==> src/bldc_pkg.sv <==
// shared constants, enumerations and state records for the motor sequencer
package bldc_pkg;
	// ----------------------------------------
	// clock and bus geometry
	// ----------------------------------------
	localparam int CLK_HZ = 125_000_000;
	localparam int ADDR_W = 6;
	localparam int DATA_W = 32;
	localparam int CNT_W = 16;
	localparam int ADC_W = 12;
	// ----------------------------------------
	// register byte offsets
	// ----------------------------------------
	localparam logic [5:0] REG_CTRL = 6'h00;
	localparam logic [5:0] REG_TARGET = 6'h04;
	localparam logic [5:0] REG_ACTUAL = 6'h08;
	localparam logic [5:0] REG_GAIN = 6'h0C;
	localparam logic [5:0] REG_PERIOD = 6'h10;
	localparam logic [5:0] REG_DEAD = 6'h14;
	localparam logic [5:0] REG_STATUS = 6'h18;
	localparam logic [5:0] REG_DUTY = 6'h1C;
	localparam logic [5:0] REG_BUS_MEAS = 6'h20;
	// ----------------------------------------
	// field positions and reset values
	// ----------------------------------------
	localparam int ST_PHASE_LSB = 0;
	localparam int ST_HALT = 2;
	localparam int ST_POS_LSB = 4;
	localparam int ST_DUTY_APPLIED = 8;
	localparam int ST_MEAS_DONE = 9;
	localparam int ST_WROTE_A = 10;
	localparam int ST_WROTE_B = 11;
	localparam int ST_COMM_HOLD = 12;
	localparam int GAIN_KI_LSB = 16;
	localparam int MEAS_CURR_LSB = 16;
	localparam logic [7:0] START_FLAG_RUN = 8'h01;
	localparam logic [15:0] PERIOD_RST = 16'h0FA0;
	localparam logic [15:0] DEAD_RST = 16'h0032;
	localparam logic [15:0] KP_RST = 16'h0100;
	localparam logic [15:0] KI_RST = 16'h0010;
	localparam int PI_SHIFT = 8;
	// ----------------------------------------
	// timing and channel selection
	// ----------------------------------------
	localparam int HALL_SETTLE_CYCLES = 10;
	localparam logic [3:0] ADC_CH_VOLT = 4'h3;
	localparam logic [3:0] ADC_CH_CURR = 4'h4;
	localparam logic [1:0] PH_A = 2'h0;
	localparam logic [1:0] PH_B = 2'h1;
	localparam logic [1:0] PH_C = 2'h2;
	localparam logic [1:0] PH_NONE = 2'h3;
	// ----------------------------------------
	// types
	// ----------------------------------------
	typedef enum logic [1:0] {
		init_phase = 2'b00,
		stop_phase = 2'b01,
		start_phase = 2'b10,
		run_phase = 2'b11
	} app_phase_e;
	typedef enum logic [1:0] {
		seq_idle = 2'b00,
		seq_volt = 2'b01,
		seq_curr = 2'b10
	} meas_state_e;
	typedef struct packed {
		logic [ADC_W-1:0] volt;
		logic [ADC_W-1:0] curr;
	} bus_meas_s;
	typedef struct packed {
		logic [2:0] prev;
		logic busy;
		logic [3:0] cnt;
		logic [2:0] code;
		logic valid;
	} hall_state_s;
	typedef struct packed {
		meas_state_e st;
		logic trig_s1;
		logic trig_s2;
		logic trig_s3;
		logic start;
		logic [3:0] chan;
		logic [ADC_W-1:0] volt_tmp;
		bus_meas_s result;
		logic done;
	} meas_state_s;
	typedef struct packed {
		app_phase_e phase;
		logic halt;
		logic [7:0] start_flag;
		logic [15:0] target;
		logic [15:0] actual;
		logic [15:0] kp;
		logic [15:0] ki;
		logic [15:0] period;
		logic [15:0] dead;
		logic [15:0] count;
		logic [15:0] match_a;
		logic [15:0] match_b;
		logic [15:0] reload_a;
		logic [15:0] reload_b;
		logic wrote_a;
		logic wrote_b;
		logic upd_pend;
		logic duty_applied;
		logic meas_done;
		logic signed [33:0] integ;
		logic comm_hold;
		logic [2:0] pos;
		logic [1:0] hi_ph;
		logic [1:0] lo_ph;
		logic [5:0] gate;
		logic adc_trig;
		logic comm_evt;
		logic ack;
		logic [31:0] rdata;
	} main_state_s;
endpackage

==> src/hall_position.sv <==
// hall edge detector and settled rotor position sampler
`timescale 1ns/1ps
module hall_position import bldc_pkg::*; (
	input wire logic clk_sys, // system clock
	input wire logic reset, // synchronous reset, high
	input wire logic [2:0] hall_in, // hall lines a, b, c
	output logic edge_pulse, // any hall edge seen
	output logic pos_valid, // position sampled, one cycle
	output logic [2:0] pos_code // rotor position code
);
	localparam logic [3:0] SETTLE_LAST = 4'(HALL_SETTLE_CYCLES - 1);
	hall_state_s state_reg;
	hall_state_s state_next;
	logic edge_seen;
	logic [4:0] quiet_cnt;

	assign edge_seen = hall_in != state_reg.prev;
	assign edge_pulse = edge_seen;
	assign pos_valid = state_reg.valid;
	assign pos_code = state_reg.code;

	always_comb begin
		state_next = state_reg;
		state_next.prev = hall_in;
		state_next.valid = 1'b0;
		if (edge_seen) begin
			state_next.busy = 1'b1; // RULE13
			state_next.cnt = 4'h0;
		end else if (state_reg.busy) begin
			state_next.cnt = state_reg.cnt + 4'h1;
			if (state_reg.cnt == SETTLE_LAST) begin
				state_next.busy = 1'b0; // RULE11
				state_next.valid = 1'b1;
				state_next.code = {hall_in[2], hall_in[1], hall_in[0]}; // RULE10
			end
		end
	end

	always_ff @(posedge clk_sys) begin
		if (reset) begin
			state_reg <= '0;
		end else begin
			state_reg <= state_next;
		end
	end

	// cycles since the last hall edge, saturating; helper for the settle check
	always_ff @(posedge clk_sys) begin
		if (reset) begin
			quiet_cnt <= 5'h00;
		end else if (edge_seen) begin
			quiet_cnt <= 5'h01;
		end else if (quiet_cnt != 5'h00 && quiet_cnt != 5'h1F) begin
			quiet_cnt <= quiet_cnt + 5'h01;
		end
	end
endmodule

==> src/meas_sequence.sv <==
// bus voltage and current conversion sequence driven by the timer trigger
`timescale 1ns/1ps
module meas_sequence import bldc_pkg::*; (
	input wire logic clk_sys, // system clock
	input wire logic reset, // synchronous reset, high
	input wire logic seq_enable, // sequence enable
	input wire logic trig_level, // timer trigger output level
	output logic adc_start, // conversion request, one cycle
	output logic [3:0] adc_channel, // channel of the request
	input wire logic adc_done, // conversion finished, one cycle
	input wire logic [ADC_W-1:0] adc_data, // conversion result
	output bus_meas_s result, // published pair of results
	output logic seq_done // whole sequence finished, one cycle
);
	meas_state_s state_reg;
	meas_state_s state_next;
	logic trig_rise;

	// positive edge taken after the synchroniser stages
	assign trig_rise = state_reg.trig_s2 && !state_reg.trig_s3; // RULE2
	assign adc_start = state_reg.start;
	assign adc_channel = state_reg.chan;
	assign result = state_reg.result;
	assign seq_done = state_reg.done;

	always_comb begin
		state_next = state_reg;
		state_next.trig_s1 = trig_level;
		state_next.trig_s2 = state_reg.trig_s1;
		state_next.trig_s3 = state_reg.trig_s2;
		state_next.start = 1'b0;
		state_next.done = 1'b0;
		unique case (state_reg.st)
			seq_idle: begin
				// only the hardware trigger starts a sequence; no burst, no single step
				if (seq_enable && trig_rise) begin
					state_next.st = seq_volt; // RULE1
					state_next.start = 1'b1;
					state_next.chan = ADC_CH_VOLT;
				end
			end
			seq_volt: begin
				if (adc_done) begin
					state_next.volt_tmp = adc_data;
					state_next.st = seq_curr; // RULE1
					state_next.start = 1'b1;
					state_next.chan = ADC_CH_CURR;
				end
			end
			seq_curr: begin
				if (adc_done) begin
					state_next.result.volt = state_reg.volt_tmp; // RULE3
					state_next.result.curr = adc_data;
					state_next.done = 1'b1; // RULE15
					state_next.st = seq_idle;
				end
			end
			default: begin
				state_next.st = seq_idle;
			end
		endcase
	end

	always_ff @(posedge clk_sys) begin
		if (reset) begin
			state_reg <= '0;
		end else begin
			state_reg <= state_next;
		end
	end
endmodule

==> src/bldc_hall_pwm_sequencer.sv <==
// brushless motor sequencer: phases, pi duty loop, pwm timer, commutation, bus slave
// ----------------------------------------
// Notes on behaviour
// [RULE1] measurement starts only on timer output seven
// [RULE2] rising trigger edge, synchronised, no burst/step
// [RULE3] results reported once at sequence end
// [RULE4] reset enters init, clears, configures, then stop
// [RULE5] stop moves to start only when flag is 1
// [RULE6] start clears halt, then enters run
// [RULE7] run computes speed error, pi, duty
// [RULE8] duty complete after both reloads written
// [RULE9] run with flag 0 returns to init
// [RULE10] position code is a b c, msb first
// [RULE11] settle ten cycles before sampling hall
// [RULE12] gates on outputs 0,1,2,3,5,6 only
// [RULE13] hall edge stops, zeroes counter, commutates
// [RULE14] second edge equals first plus dead time
// [RULE15] sequence completion raises measurement event
// [RULE16] reloads transfer only at period limit
// [RULE17] codes 000 and 111 drive nothing
// ----------------------------------------
`timescale 1ns/1ps
module bldc_hall_pwm_sequencer import bldc_pkg::*; (
	input wire logic clk_sys, // system clock, 125 MHz
	input wire logic reset, // synchronous reset, high
	input wire logic [ADDR_W-1:0] avs_address, // byte address
	input wire logic avs_read, // read request
	input wire logic avs_write, // write request
	input wire logic [DATA_W-1:0] avs_writedata, // write data
	output logic [DATA_W-1:0] avs_readdata, // read data
	output logic avs_waitrequest, // stall
	input wire logic [2:0] hall_in, // hall lines a, b, c
	output logic [5:0] gate_drive, // timer outputs 0,1,2,3,5,6
	output logic adc_trigger_output, // timer output 7
	output logic commutation_event, // hall edge event, one cycle
	output logic adc_start, // conversion request
	output logic [3:0] adc_channel, // conversion channel
	input wire logic adc_done, // conversion finished
	input wire logic [ADC_W-1:0] adc_data, // conversion result
	output logic meas_done_event // measurement sequence complete, one cycle
);
	// ----------------------------------------
	// helpers
	// ----------------------------------------
	// six-step pair for a position code: {high-switching phase, grounded phase}
	function automatic logic [3:0] six_step(input logic [2:0] code);
		unique case (code)
			3'b101: six_step = {PH_A, PH_B};
			3'b100: six_step = {PH_A, PH_C};
			3'b110: six_step = {PH_B, PH_C};
			3'b010: six_step = {PH_B, PH_A};
			3'b011: six_step = {PH_C, PH_A};
			3'b001: six_step = {PH_C, PH_B};
			default: six_step = {PH_NONE, PH_NONE}; // RULE17
		endcase
	endfunction

	main_state_s state_reg;
	main_state_s state_next;
	logic hall_edge;
	logic pos_valid;
	logic [2:0] pos_code;
	logic seq_done;
	bus_meas_s meas;
	logic running;
	logic limit;
	logic pwm_top;
	logic pwm_bot;
	logic [5:0] gate_calc;
	logic wr_hit;
	logic signed [16:0] err;
	logic signed [33:0] p_term;
	logic signed [33:0] i_term;
	logic signed [33:0] pi_sum;
	logic signed [33:0] pi_shift;
	logic [15:0] duty_max;
	logic [15:0] duty;
	logic duty_sat;
	logic [31:0] rd_mux;

	// ----------------------------------------
	// submodules
	// ----------------------------------------
	hall_position u_hall (
		.clk_sys(clk_sys),
		.reset(reset),
		.hall_in(hall_in),
		.edge_pulse(hall_edge),
		.pos_valid(pos_valid),
		.pos_code(pos_code)
	);

	meas_sequence u_meas (
		.clk_sys(clk_sys),
		.reset(reset),
		.seq_enable(!state_reg.halt),
		.trig_level(state_reg.adc_trig),
		.adc_start(adc_start),
		.adc_channel(adc_channel),
		.adc_done(adc_done),
		.adc_data(adc_data),
		.result(meas),
		.seq_done(seq_done)
	);

	// ----------------------------------------
	// pwm timer and pi arithmetic
	// ----------------------------------------
	assign running = !state_reg.halt && !state_reg.comm_hold;
	assign limit = running && state_reg.count == state_reg.period - 16'h0001;
	// edge-aligned pair: top between dead time and edge a, bottom after edge b
	assign pwm_top = running && state_reg.count >= state_reg.dead && state_reg.count < state_reg.match_a;
	assign pwm_bot = running && state_reg.count >= state_reg.match_b;

	always_comb begin
		gate_calc = 6'h00;
		if (state_reg.hi_ph != PH_NONE && state_reg.lo_ph != PH_NONE) begin
			gate_calc[{state_reg.hi_ph, 1'b0}] = pwm_top; // RULE12
			gate_calc[{state_reg.hi_ph, 1'b1}] = pwm_bot;
			gate_calc[{state_reg.lo_ph, 1'b1}] = running;
		end
	end

	always_comb begin
		err = $signed({1'b0, state_reg.target}) - $signed({1'b0, state_reg.actual}); // RULE7
		p_term = $signed({1'b0, state_reg.kp}) * err;
		i_term = $signed({1'b0, state_reg.ki}) * err;
		pi_sum = p_term + state_reg.integ;
		pi_shift = pi_sum >>> PI_SHIFT;
		duty_max = state_reg.period - state_reg.dead - 16'h0001;
		duty_sat = 1'b1;
		if (pi_shift < 34'sh0) begin
			duty = 16'h0000;
		end else if (pi_shift > $signed({18'h0, duty_max})) begin
			duty = duty_max;
		end else begin
			duty = pi_shift[15:0];
			duty_sat = 1'b0;
		end
	end

	// ----------------------------------------
	// register read mux
	// ----------------------------------------
	always_comb begin
		rd_mux = 32'h0000_0000;
		unique case (avs_address)
			REG_CTRL: rd_mux = {24'h0, state_reg.start_flag};
			REG_TARGET: rd_mux = {16'h0, state_reg.target};
			REG_ACTUAL: rd_mux = {16'h0, state_reg.actual};
			REG_GAIN: rd_mux = {state_reg.ki, state_reg.kp};
			REG_PERIOD: rd_mux = {16'h0, state_reg.period};
			REG_DEAD: rd_mux = {16'h0, state_reg.dead};
			REG_STATUS: begin
				rd_mux[ST_PHASE_LSB +: 2] = state_reg.phase;
				rd_mux[ST_HALT] = state_reg.halt;
				rd_mux[ST_POS_LSB +: 3] = state_reg.pos;
				rd_mux[ST_DUTY_APPLIED] = state_reg.duty_applied;
				rd_mux[ST_MEAS_DONE] = state_reg.meas_done;
				rd_mux[ST_WROTE_A] = state_reg.wrote_a;
				rd_mux[ST_WROTE_B] = state_reg.wrote_b;
				rd_mux[ST_COMM_HOLD] = state_reg.comm_hold;
			end
			REG_DUTY: rd_mux = {state_reg.match_b, state_reg.match_a};
			REG_BUS_MEAS: rd_mux = {4'h0, meas.curr, 4'h0, meas.volt};
			default: rd_mux = 32'h0000_0000;
		endcase
	end

	assign wr_hit = avs_write && state_reg.ack;

	// ----------------------------------------
	// next state
	// ----------------------------------------
	always_comb begin
		state_next = state_reg;
		state_next.ack = (avs_read || avs_write) && !state_reg.ack;
		if ((avs_read || avs_write) && !state_reg.ack) begin
			state_next.rdata = rd_mux;
		end
		state_next.comm_evt = hall_edge;
		state_next.adc_trig = running && state_reg.count >= state_reg.match_a && state_reg.count < state_reg.match_b;
		state_next.gate = gate_calc;
		// pwm counter, period limit and double-buffered duty
		if (running) begin
			state_next.count = limit ? 16'h0000 : state_reg.count + 16'h0001;
		end
		if (limit && state_reg.wrote_a && state_reg.wrote_b) begin
			state_next.match_a = state_reg.reload_a; // RULE16
			state_next.match_b = state_reg.reload_b;
			state_next.wrote_a = 1'b0;
			state_next.wrote_b = 1'b0;
			state_next.duty_applied = 1'b1; // RULE8
		end
		if (limit && state_reg.phase == run_phase) begin
			state_next.reload_a = duty; // RULE8
			state_next.wrote_a = 1'b1;
			state_next.upd_pend = 1'b1;
			if (!duty_sat) begin
				state_next.integ = state_reg.integ + i_term; // RULE7
			end
		end
		if (state_reg.upd_pend) begin
			state_next.reload_b = state_reg.reload_a + state_reg.dead; // RULE14
			state_next.wrote_b = 1'b1; // RULE8
			state_next.upd_pend = 1'b0;
		end
		// commutation: stop and zero on edge, resume once the position is read
		if (hall_edge) begin
			state_next.count = 16'h0000; // RULE13
			state_next.comm_hold = 1'b1;
			state_next.hi_ph = PH_NONE;
			state_next.lo_ph = PH_NONE;
		end else if (pos_valid) begin
			state_next.pos = pos_code;
			{state_next.hi_ph, state_next.lo_ph} = six_step(pos_code); // RULE17
			state_next.comm_hold = 1'b0;
		end
		// sticky status, a new event wins over the clear
		if (wr_hit && avs_address == REG_STATUS) begin
			if (avs_writedata[ST_DUTY_APPLIED]) begin
				state_next.duty_applied = limit && state_reg.wrote_a && state_reg.wrote_b;
			end
			if (avs_writedata[ST_MEAS_DONE]) begin
				state_next.meas_done = seq_done;
			end
		end
		if (seq_done) begin
			state_next.meas_done = 1'b1; // RULE15
		end
		if (wr_hit) begin
			unique case (avs_address)
				REG_CTRL: state_next.start_flag = avs_writedata[7:0];
				REG_TARGET: state_next.target = avs_writedata[15:0];
				REG_ACTUAL: state_next.actual = avs_writedata[15:0];
				REG_GAIN: {state_next.ki, state_next.kp} = avs_writedata;
				REG_PERIOD: state_next.period = avs_writedata[15:0];
				REG_DEAD: state_next.dead = avs_writedata[15:0];
				default: begin
				end
			endcase
		end
		// application phases
		unique case (state_reg.phase)
			init_phase: begin
				state_next.halt = 1'b1; // RULE4
				state_next.integ = 34'sh0;
				state_next.count = 16'h0000;
				state_next.match_a = 16'h0000;
				state_next.match_b = state_reg.dead;
				state_next.reload_a = 16'h0000;
				state_next.reload_b = state_reg.dead;
				state_next.wrote_a = 1'b0;
				state_next.wrote_b = 1'b0;
				state_next.upd_pend = 1'b0;
				state_next.phase = stop_phase;
			end
			stop_phase: begin
				if (state_reg.start_flag == START_FLAG_RUN) begin
					state_next.phase = start_phase; // RULE5
				end
			end
			start_phase: begin
				state_next.halt = 1'b0; // RULE6
				state_next.phase = run_phase;
			end
			run_phase: begin
				if (state_reg.start_flag == 8'h00) begin
					state_next.phase = init_phase; // RULE9
				end
			end
		endcase
	end

	always_ff @(posedge clk_sys) begin
		if (reset) begin
			state_reg <= '0;
			state_reg.phase <= init_phase; // RULE4
			state_reg.halt <= 1'b1;
			state_reg.period <= PERIOD_RST;
			state_reg.dead <= DEAD_RST;
			state_reg.match_b <= DEAD_RST;
			state_reg.reload_b <= DEAD_RST;
			state_reg.kp <= KP_RST;
			state_reg.ki <= KI_RST;
			state_reg.hi_ph <= PH_NONE;
			state_reg.lo_ph <= PH_NONE;
		end else begin
			state_reg <= state_next;
		end
	end

	// ----------------------------------------
	// outputs
	// ----------------------------------------
	assign avs_waitrequest = (avs_read || avs_write) && !state_reg.ack;
	assign avs_readdata = state_reg.rdata;
	assign gate_drive = state_reg.gate;
	assign adc_trigger_output = state_reg.adc_trig;
	assign commutation_event = state_reg.comm_evt;
	assign meas_done_event = seq_done;
endmodule

==> config.mk <==
export PLATFORM = sky130hd
export DESIGN_NAME = bldc_hall_pwm_sequencer
export DESIGN_NICKNAME = d
export VERILOG_FILES = /design/src/bldc_pkg.sv /design/src/hall_position.sv /design/src/meas_sequence.sv /design/src/bldc_hall_pwm_sequencer.sv
export SDC_FILE = /design/constraint.sdc
export NUM_CORES = 2
export LEC_CHECK = 0
export BUFFER_PORTS_ARGS = -buffer_cell sky130_fd_sc_hd__buf_2
export CORE_ASPECT_RATIO = 1.25
export CORE_MARGIN = 2
export CORE_UTILIZATION = 35
export DETAILED_ROUTE_END_ITERATION = 8
export GPL_ROUTABILITY_DRIVEN = 1
export MAX_ROUTING_LAYER = met4
export PLACE_DENSITY = 0.57
export SYNTH_ARGS = -nofsm -noshare
export SYNTH_HDL_FRONTEND = slang
export SYNTH_SLANG_ARGS = --single-unit
==> constraint.sdc <==
create_clock -name clk_sys -period 12.4 [get_ports clk_sys]
set_clock_uncertainty 0.05 [all_clocks]
set_input_delay 1.86 -clock clk_sys [delete_from_list [all_inputs] [get_ports clk_sys]]
set_output_delay 1.86 -clock clk_sys [all_outputs]
set_load 0.03 [all_outputs]
==> run summary <==
The run finished with clean final reports. Before antenna repair, the detailed router went through 8 iterations. The floorplan die height was 374 um.

VDD sags by at most 109 uV. Based on the critical path, the design can be clocked at up to 0.0863 GHz. Grouping stages by cell kind, the critical path spends the most delay in adder cells. The classification of the worst-slack hold path is reg2reg. STA classifies the critical path endpoint as a flip-flop. STA classifies the critical path startpoint as a flip-flop. The worst-case clock buffer depth was 3; the post-detailed-route wirelength per cell was 20.0 um. For this block, wires on met1 add up to 48800 um.

The max-slew violation count was 0; the hold violation total from the final report was 0. Counting stages on the worst path, the most repeated cell is sky130_fd_sc_hd__fa_1. The top fanout value on the critical path works out to 35. The logs give 0 for the remaining antenna violation count and 0 for the number of warnings reported in the yosys synthesis log. The tools report the smallest hold slack as 383 ps. The post-synth design cell area was 0.0383 sq mm. Across all layers, the routed design uses 30900 vias. The clock period could shrink to 11580 ps. The run gives 0 as the post-CTS setup buffer count. For the number of max-cap violations, the log shows 0. CTS built an H-tree with a depth of 2. Setup violations remaining at the end of the flow were counted as 0. For the relative max-transition margin, the log shows 0.195. For this design, the slowest cell found on the critical path is sky130_fd_sc_hd__o41ai_1. The area share of the largest cell type after synthesis is 0.254. The TritonCTS sink count was 332.

On the worst path, the slowest cell contributes a delay of 740 ps. The tree is rooted in a sky130_fd_sc_hd__clkbuf_16. Data on the critical path arrives at its endpoint at 12000 ps. Port buffering added 103 buffers. The global-route total usage across every layer is 0.224.

For the pin with the worst max-slew slack, the measured transition is 1210 ps. The power share of the combinational group was 0.156. Uppermost metal layer occupied by signal nets: met4. The run gives 0.440 as the share of total power in the clock network. The initial cell density of the core is 0.353, and the global placement routability congestion is 0.967. Setup repair after global routing left no endpoint under its margin. In this run the count of I/O pins placed on the die edge is 105. When the netlist entered floorplanning its net count stood at 5539.

The half-perimeter wire length after detailed placement came out at 95100 um. For the die footprint, the log shows 0.112 sq mm. For the final routed database, the setup TNS stands at 0 ps.

The width of the die works out to 300 um. For this run, design rule violations remaining after detail routing come to 0. Gates resized during post-CTS repair numbered 0. The leakage component of the power is 0.0190 uW, and the total of hold buffers inserted after clock tree synthesis is 0. The cell type with the largest total area after synthesis was sky130_fd_sc_hd__fa_1. TritonCTS built the clock tree. The first routing iteration left 1922 violations. The sequential share of the synthesized area is 0.174, and the buffer and inverter count on the worst path is 7. The number of placement rows was 135. The clock-pin transition on the worst setup and hold timing paths was 60 ps; the fraction of final layout cells sized beyond drive strength 1 was 0.0636.

Wire segments on met3 add up to 5400 um in the final route. The async set-reset flop share out of synthesis is 0. The ratio of final minimum period to clock period came out at 0.934. Summed over all layers, the global routing overflow is 0. The tools report the largest net degree at the start of global routing as 85. The tools report the number of antenna violations at the first check in global routing as 5. The count of nets after finishing was 5466.

The switching share of total power is 0.314. Dividing total power by cell area gives a power density of 69.9 mW/mm^2. TritonCTS created 40 clock buffers. In the synthesized netlist, the number of instances is 4636. The run gives 31900 as the via count of the first global-routing pass. The register with the most flip-flops in the layout has 235 of them. The relative area change from synthesis to final layout came out at 7.96%. The internal power was 1980 uW. The category of the critical setup timing path is reg2reg.

The met2 wirelength from detailed routing is 58900 um. In the synthesized netlist the dominant register cell turns out to be sky130_fd_sc_hd__dfxtp_1. Synthesis inferred 332 register bits. Sorting the synthesized cells by how often they occur yields sky130_fd_sc_hd__inv_1 (809), sky130_fd_sc_hd__nand2_1 (688), sky130_fd_sc_hd__fa_1 (486).

The tools report the latest clock arrival within the worst-skew pair as 610 ps. The analysis attributes to net switching a power of 905 uW. The layout has 11200 filler cells. Most instantiated library cell after synthesis: sky130_fd_sc_hd__inv_1. The required arrival time at the worst endpoint is 12820 ps, and the global-route wire length before repair is 189000 um. Yosys attributes the largest share of cell area to sky130_fd_sc_hd__fa_1 (25%), sky130_fd_sc_hd__dfxtp_1 (17%), sky130_fd_sc_hd__ha_1 (12%). Averaged over all synthesized cells, the footprint is 8.25 sq um. The detailed-route wire length is 121000 um, and the count of flip-flops with a built-in enable after synthesis is 0.

The tools report the number of distinct library cells after synthesis as 87. The run gives 0.404 as the share of power burned in registers. In this run the standard cell core region covers 0.108 sq mm. In the routed layout, each cell is associated on average with a via count of 5.12.
==> kinds of logic after synthesis <==
kind of cell | count (synthesis) | synth area share
multiplexers | 59 | 0.0159
XOR/XNOR | 129 | 0.0295
buffers and inverters | 1099 | 0.114
other | 1 | 0.0000980
AO/OA/AOI/OAI | 712 | 0.117
AND/OR/NAND/NOR | 1459 | 0.178
adder cells (fa/ha/maj) | 845 | 0.372
flip-flops | 332 | 0.174
==> worst paths after layout <==
path | from | endpoint | slack (ps) | cells past startpoint
max | state_reg[232] | state_reg[80] | 820 | 43
min | u_meas.state_next[43] | u_meas.state_next[42] | 380 | 1
max reg2reg | state_reg[232] | state_reg[80] | 820 | 43
min reg2reg | u_meas.state_next[43] | u_meas.state_next[42] | 380 | 1
==> worst register-to-register path: cells and delay by family (launching register included) <==
| kind | cells | cell delay, ps |
|---|---|---|
| AND/OR/NAND/NOR | 8 | 1800 |
| buffers and inverters | 7 | 910 |
| flip-flops | 1 | 410 |
| XOR/XNOR | 2 | 300 |
| multiplexers | 1 | 310 |
| adder cells (fa/ha/maj) | 10 | 3840 |
| AO/OA/AOI/OAI | 15 | 3810 |
==> power groups by stage <==
| stage | clock network, uW | logic (uW) | registers (uW) |
|---|---|---|---|
| 4_1_cts | 1290 | 453 | 1160 |
| 6_report | 1270 | 452 | 1160 |
| 3_5_place_dp | 0 | 451 | 1190 |
| 5_1_grt | 1330 | 495 | 1160 |
| 3_3_place_gp | 0 | 444 | 1190 |
| 2_1_floorplan | 0 | 312 | 1150 |
==> layout by cell type (no fill, tap or decap), types with 74 or more instances in the layout <==
cell	instances
sky130_fd_sc_hd__inv_1	809
sky130_fd_sc_hd__xnor2_1	74
sky130_fd_sc_hd__nand2_1	688
sky130_fd_sc_hd__buf_2	102
sky130_fd_sc_hd__a21oi_1	291
sky130_fd_sc_hd__ha_1	359
sky130_fd_sc_hd__and2_1	216
sky130_fd_sc_hd__dfxtp_1	332
sky130_fd_sc_hd__o21ai_0	90
sky130_fd_sc_hd__fa_1	486
sky130_fd_sc_hd__nor2_1	217
==> metrics by stage <==
step                      utilization  cells  total power (uW)  setup WS [ps]  instance area [sq um]
final                           0.381   6038              2890            816                  41300
after global routing            0.381   6034              2990            103                  41300
after CTS                       0.381   6031              2910            888                  41300
after detailed placement        0.368   5959              1640            948                  39900
after global placement          0.368   5959              1630           1090                  39900
after floorplan                     -   4636              1460           2310                  38300
==> layout make-up <==
cell class | instances | area, sq um | area share
inverter | 810 | 3040 | 0.0736
clock inverter | 21 | 278 | 0.00672
timing repair buffer | 174 | 1070 | 0.0258
clock buffer | 51 | 1080 | 0.0262
tap | 1438 | 1800 | 0.0436
antenna | 7 | 17.5 | 0.000424
sequential | 332 | 6650 | 0.161
multi-input combinational | 3205 | 27400 | 0.663
==> per-layer routing <==
metal	vias up	track usage
li1	14500	-
met5	-	-
met2	832	0.377
met4	0	0.112
met1	15400	0.264
met3	237	0.0233
Note: power is estimated with default switching activity, not from simulation.
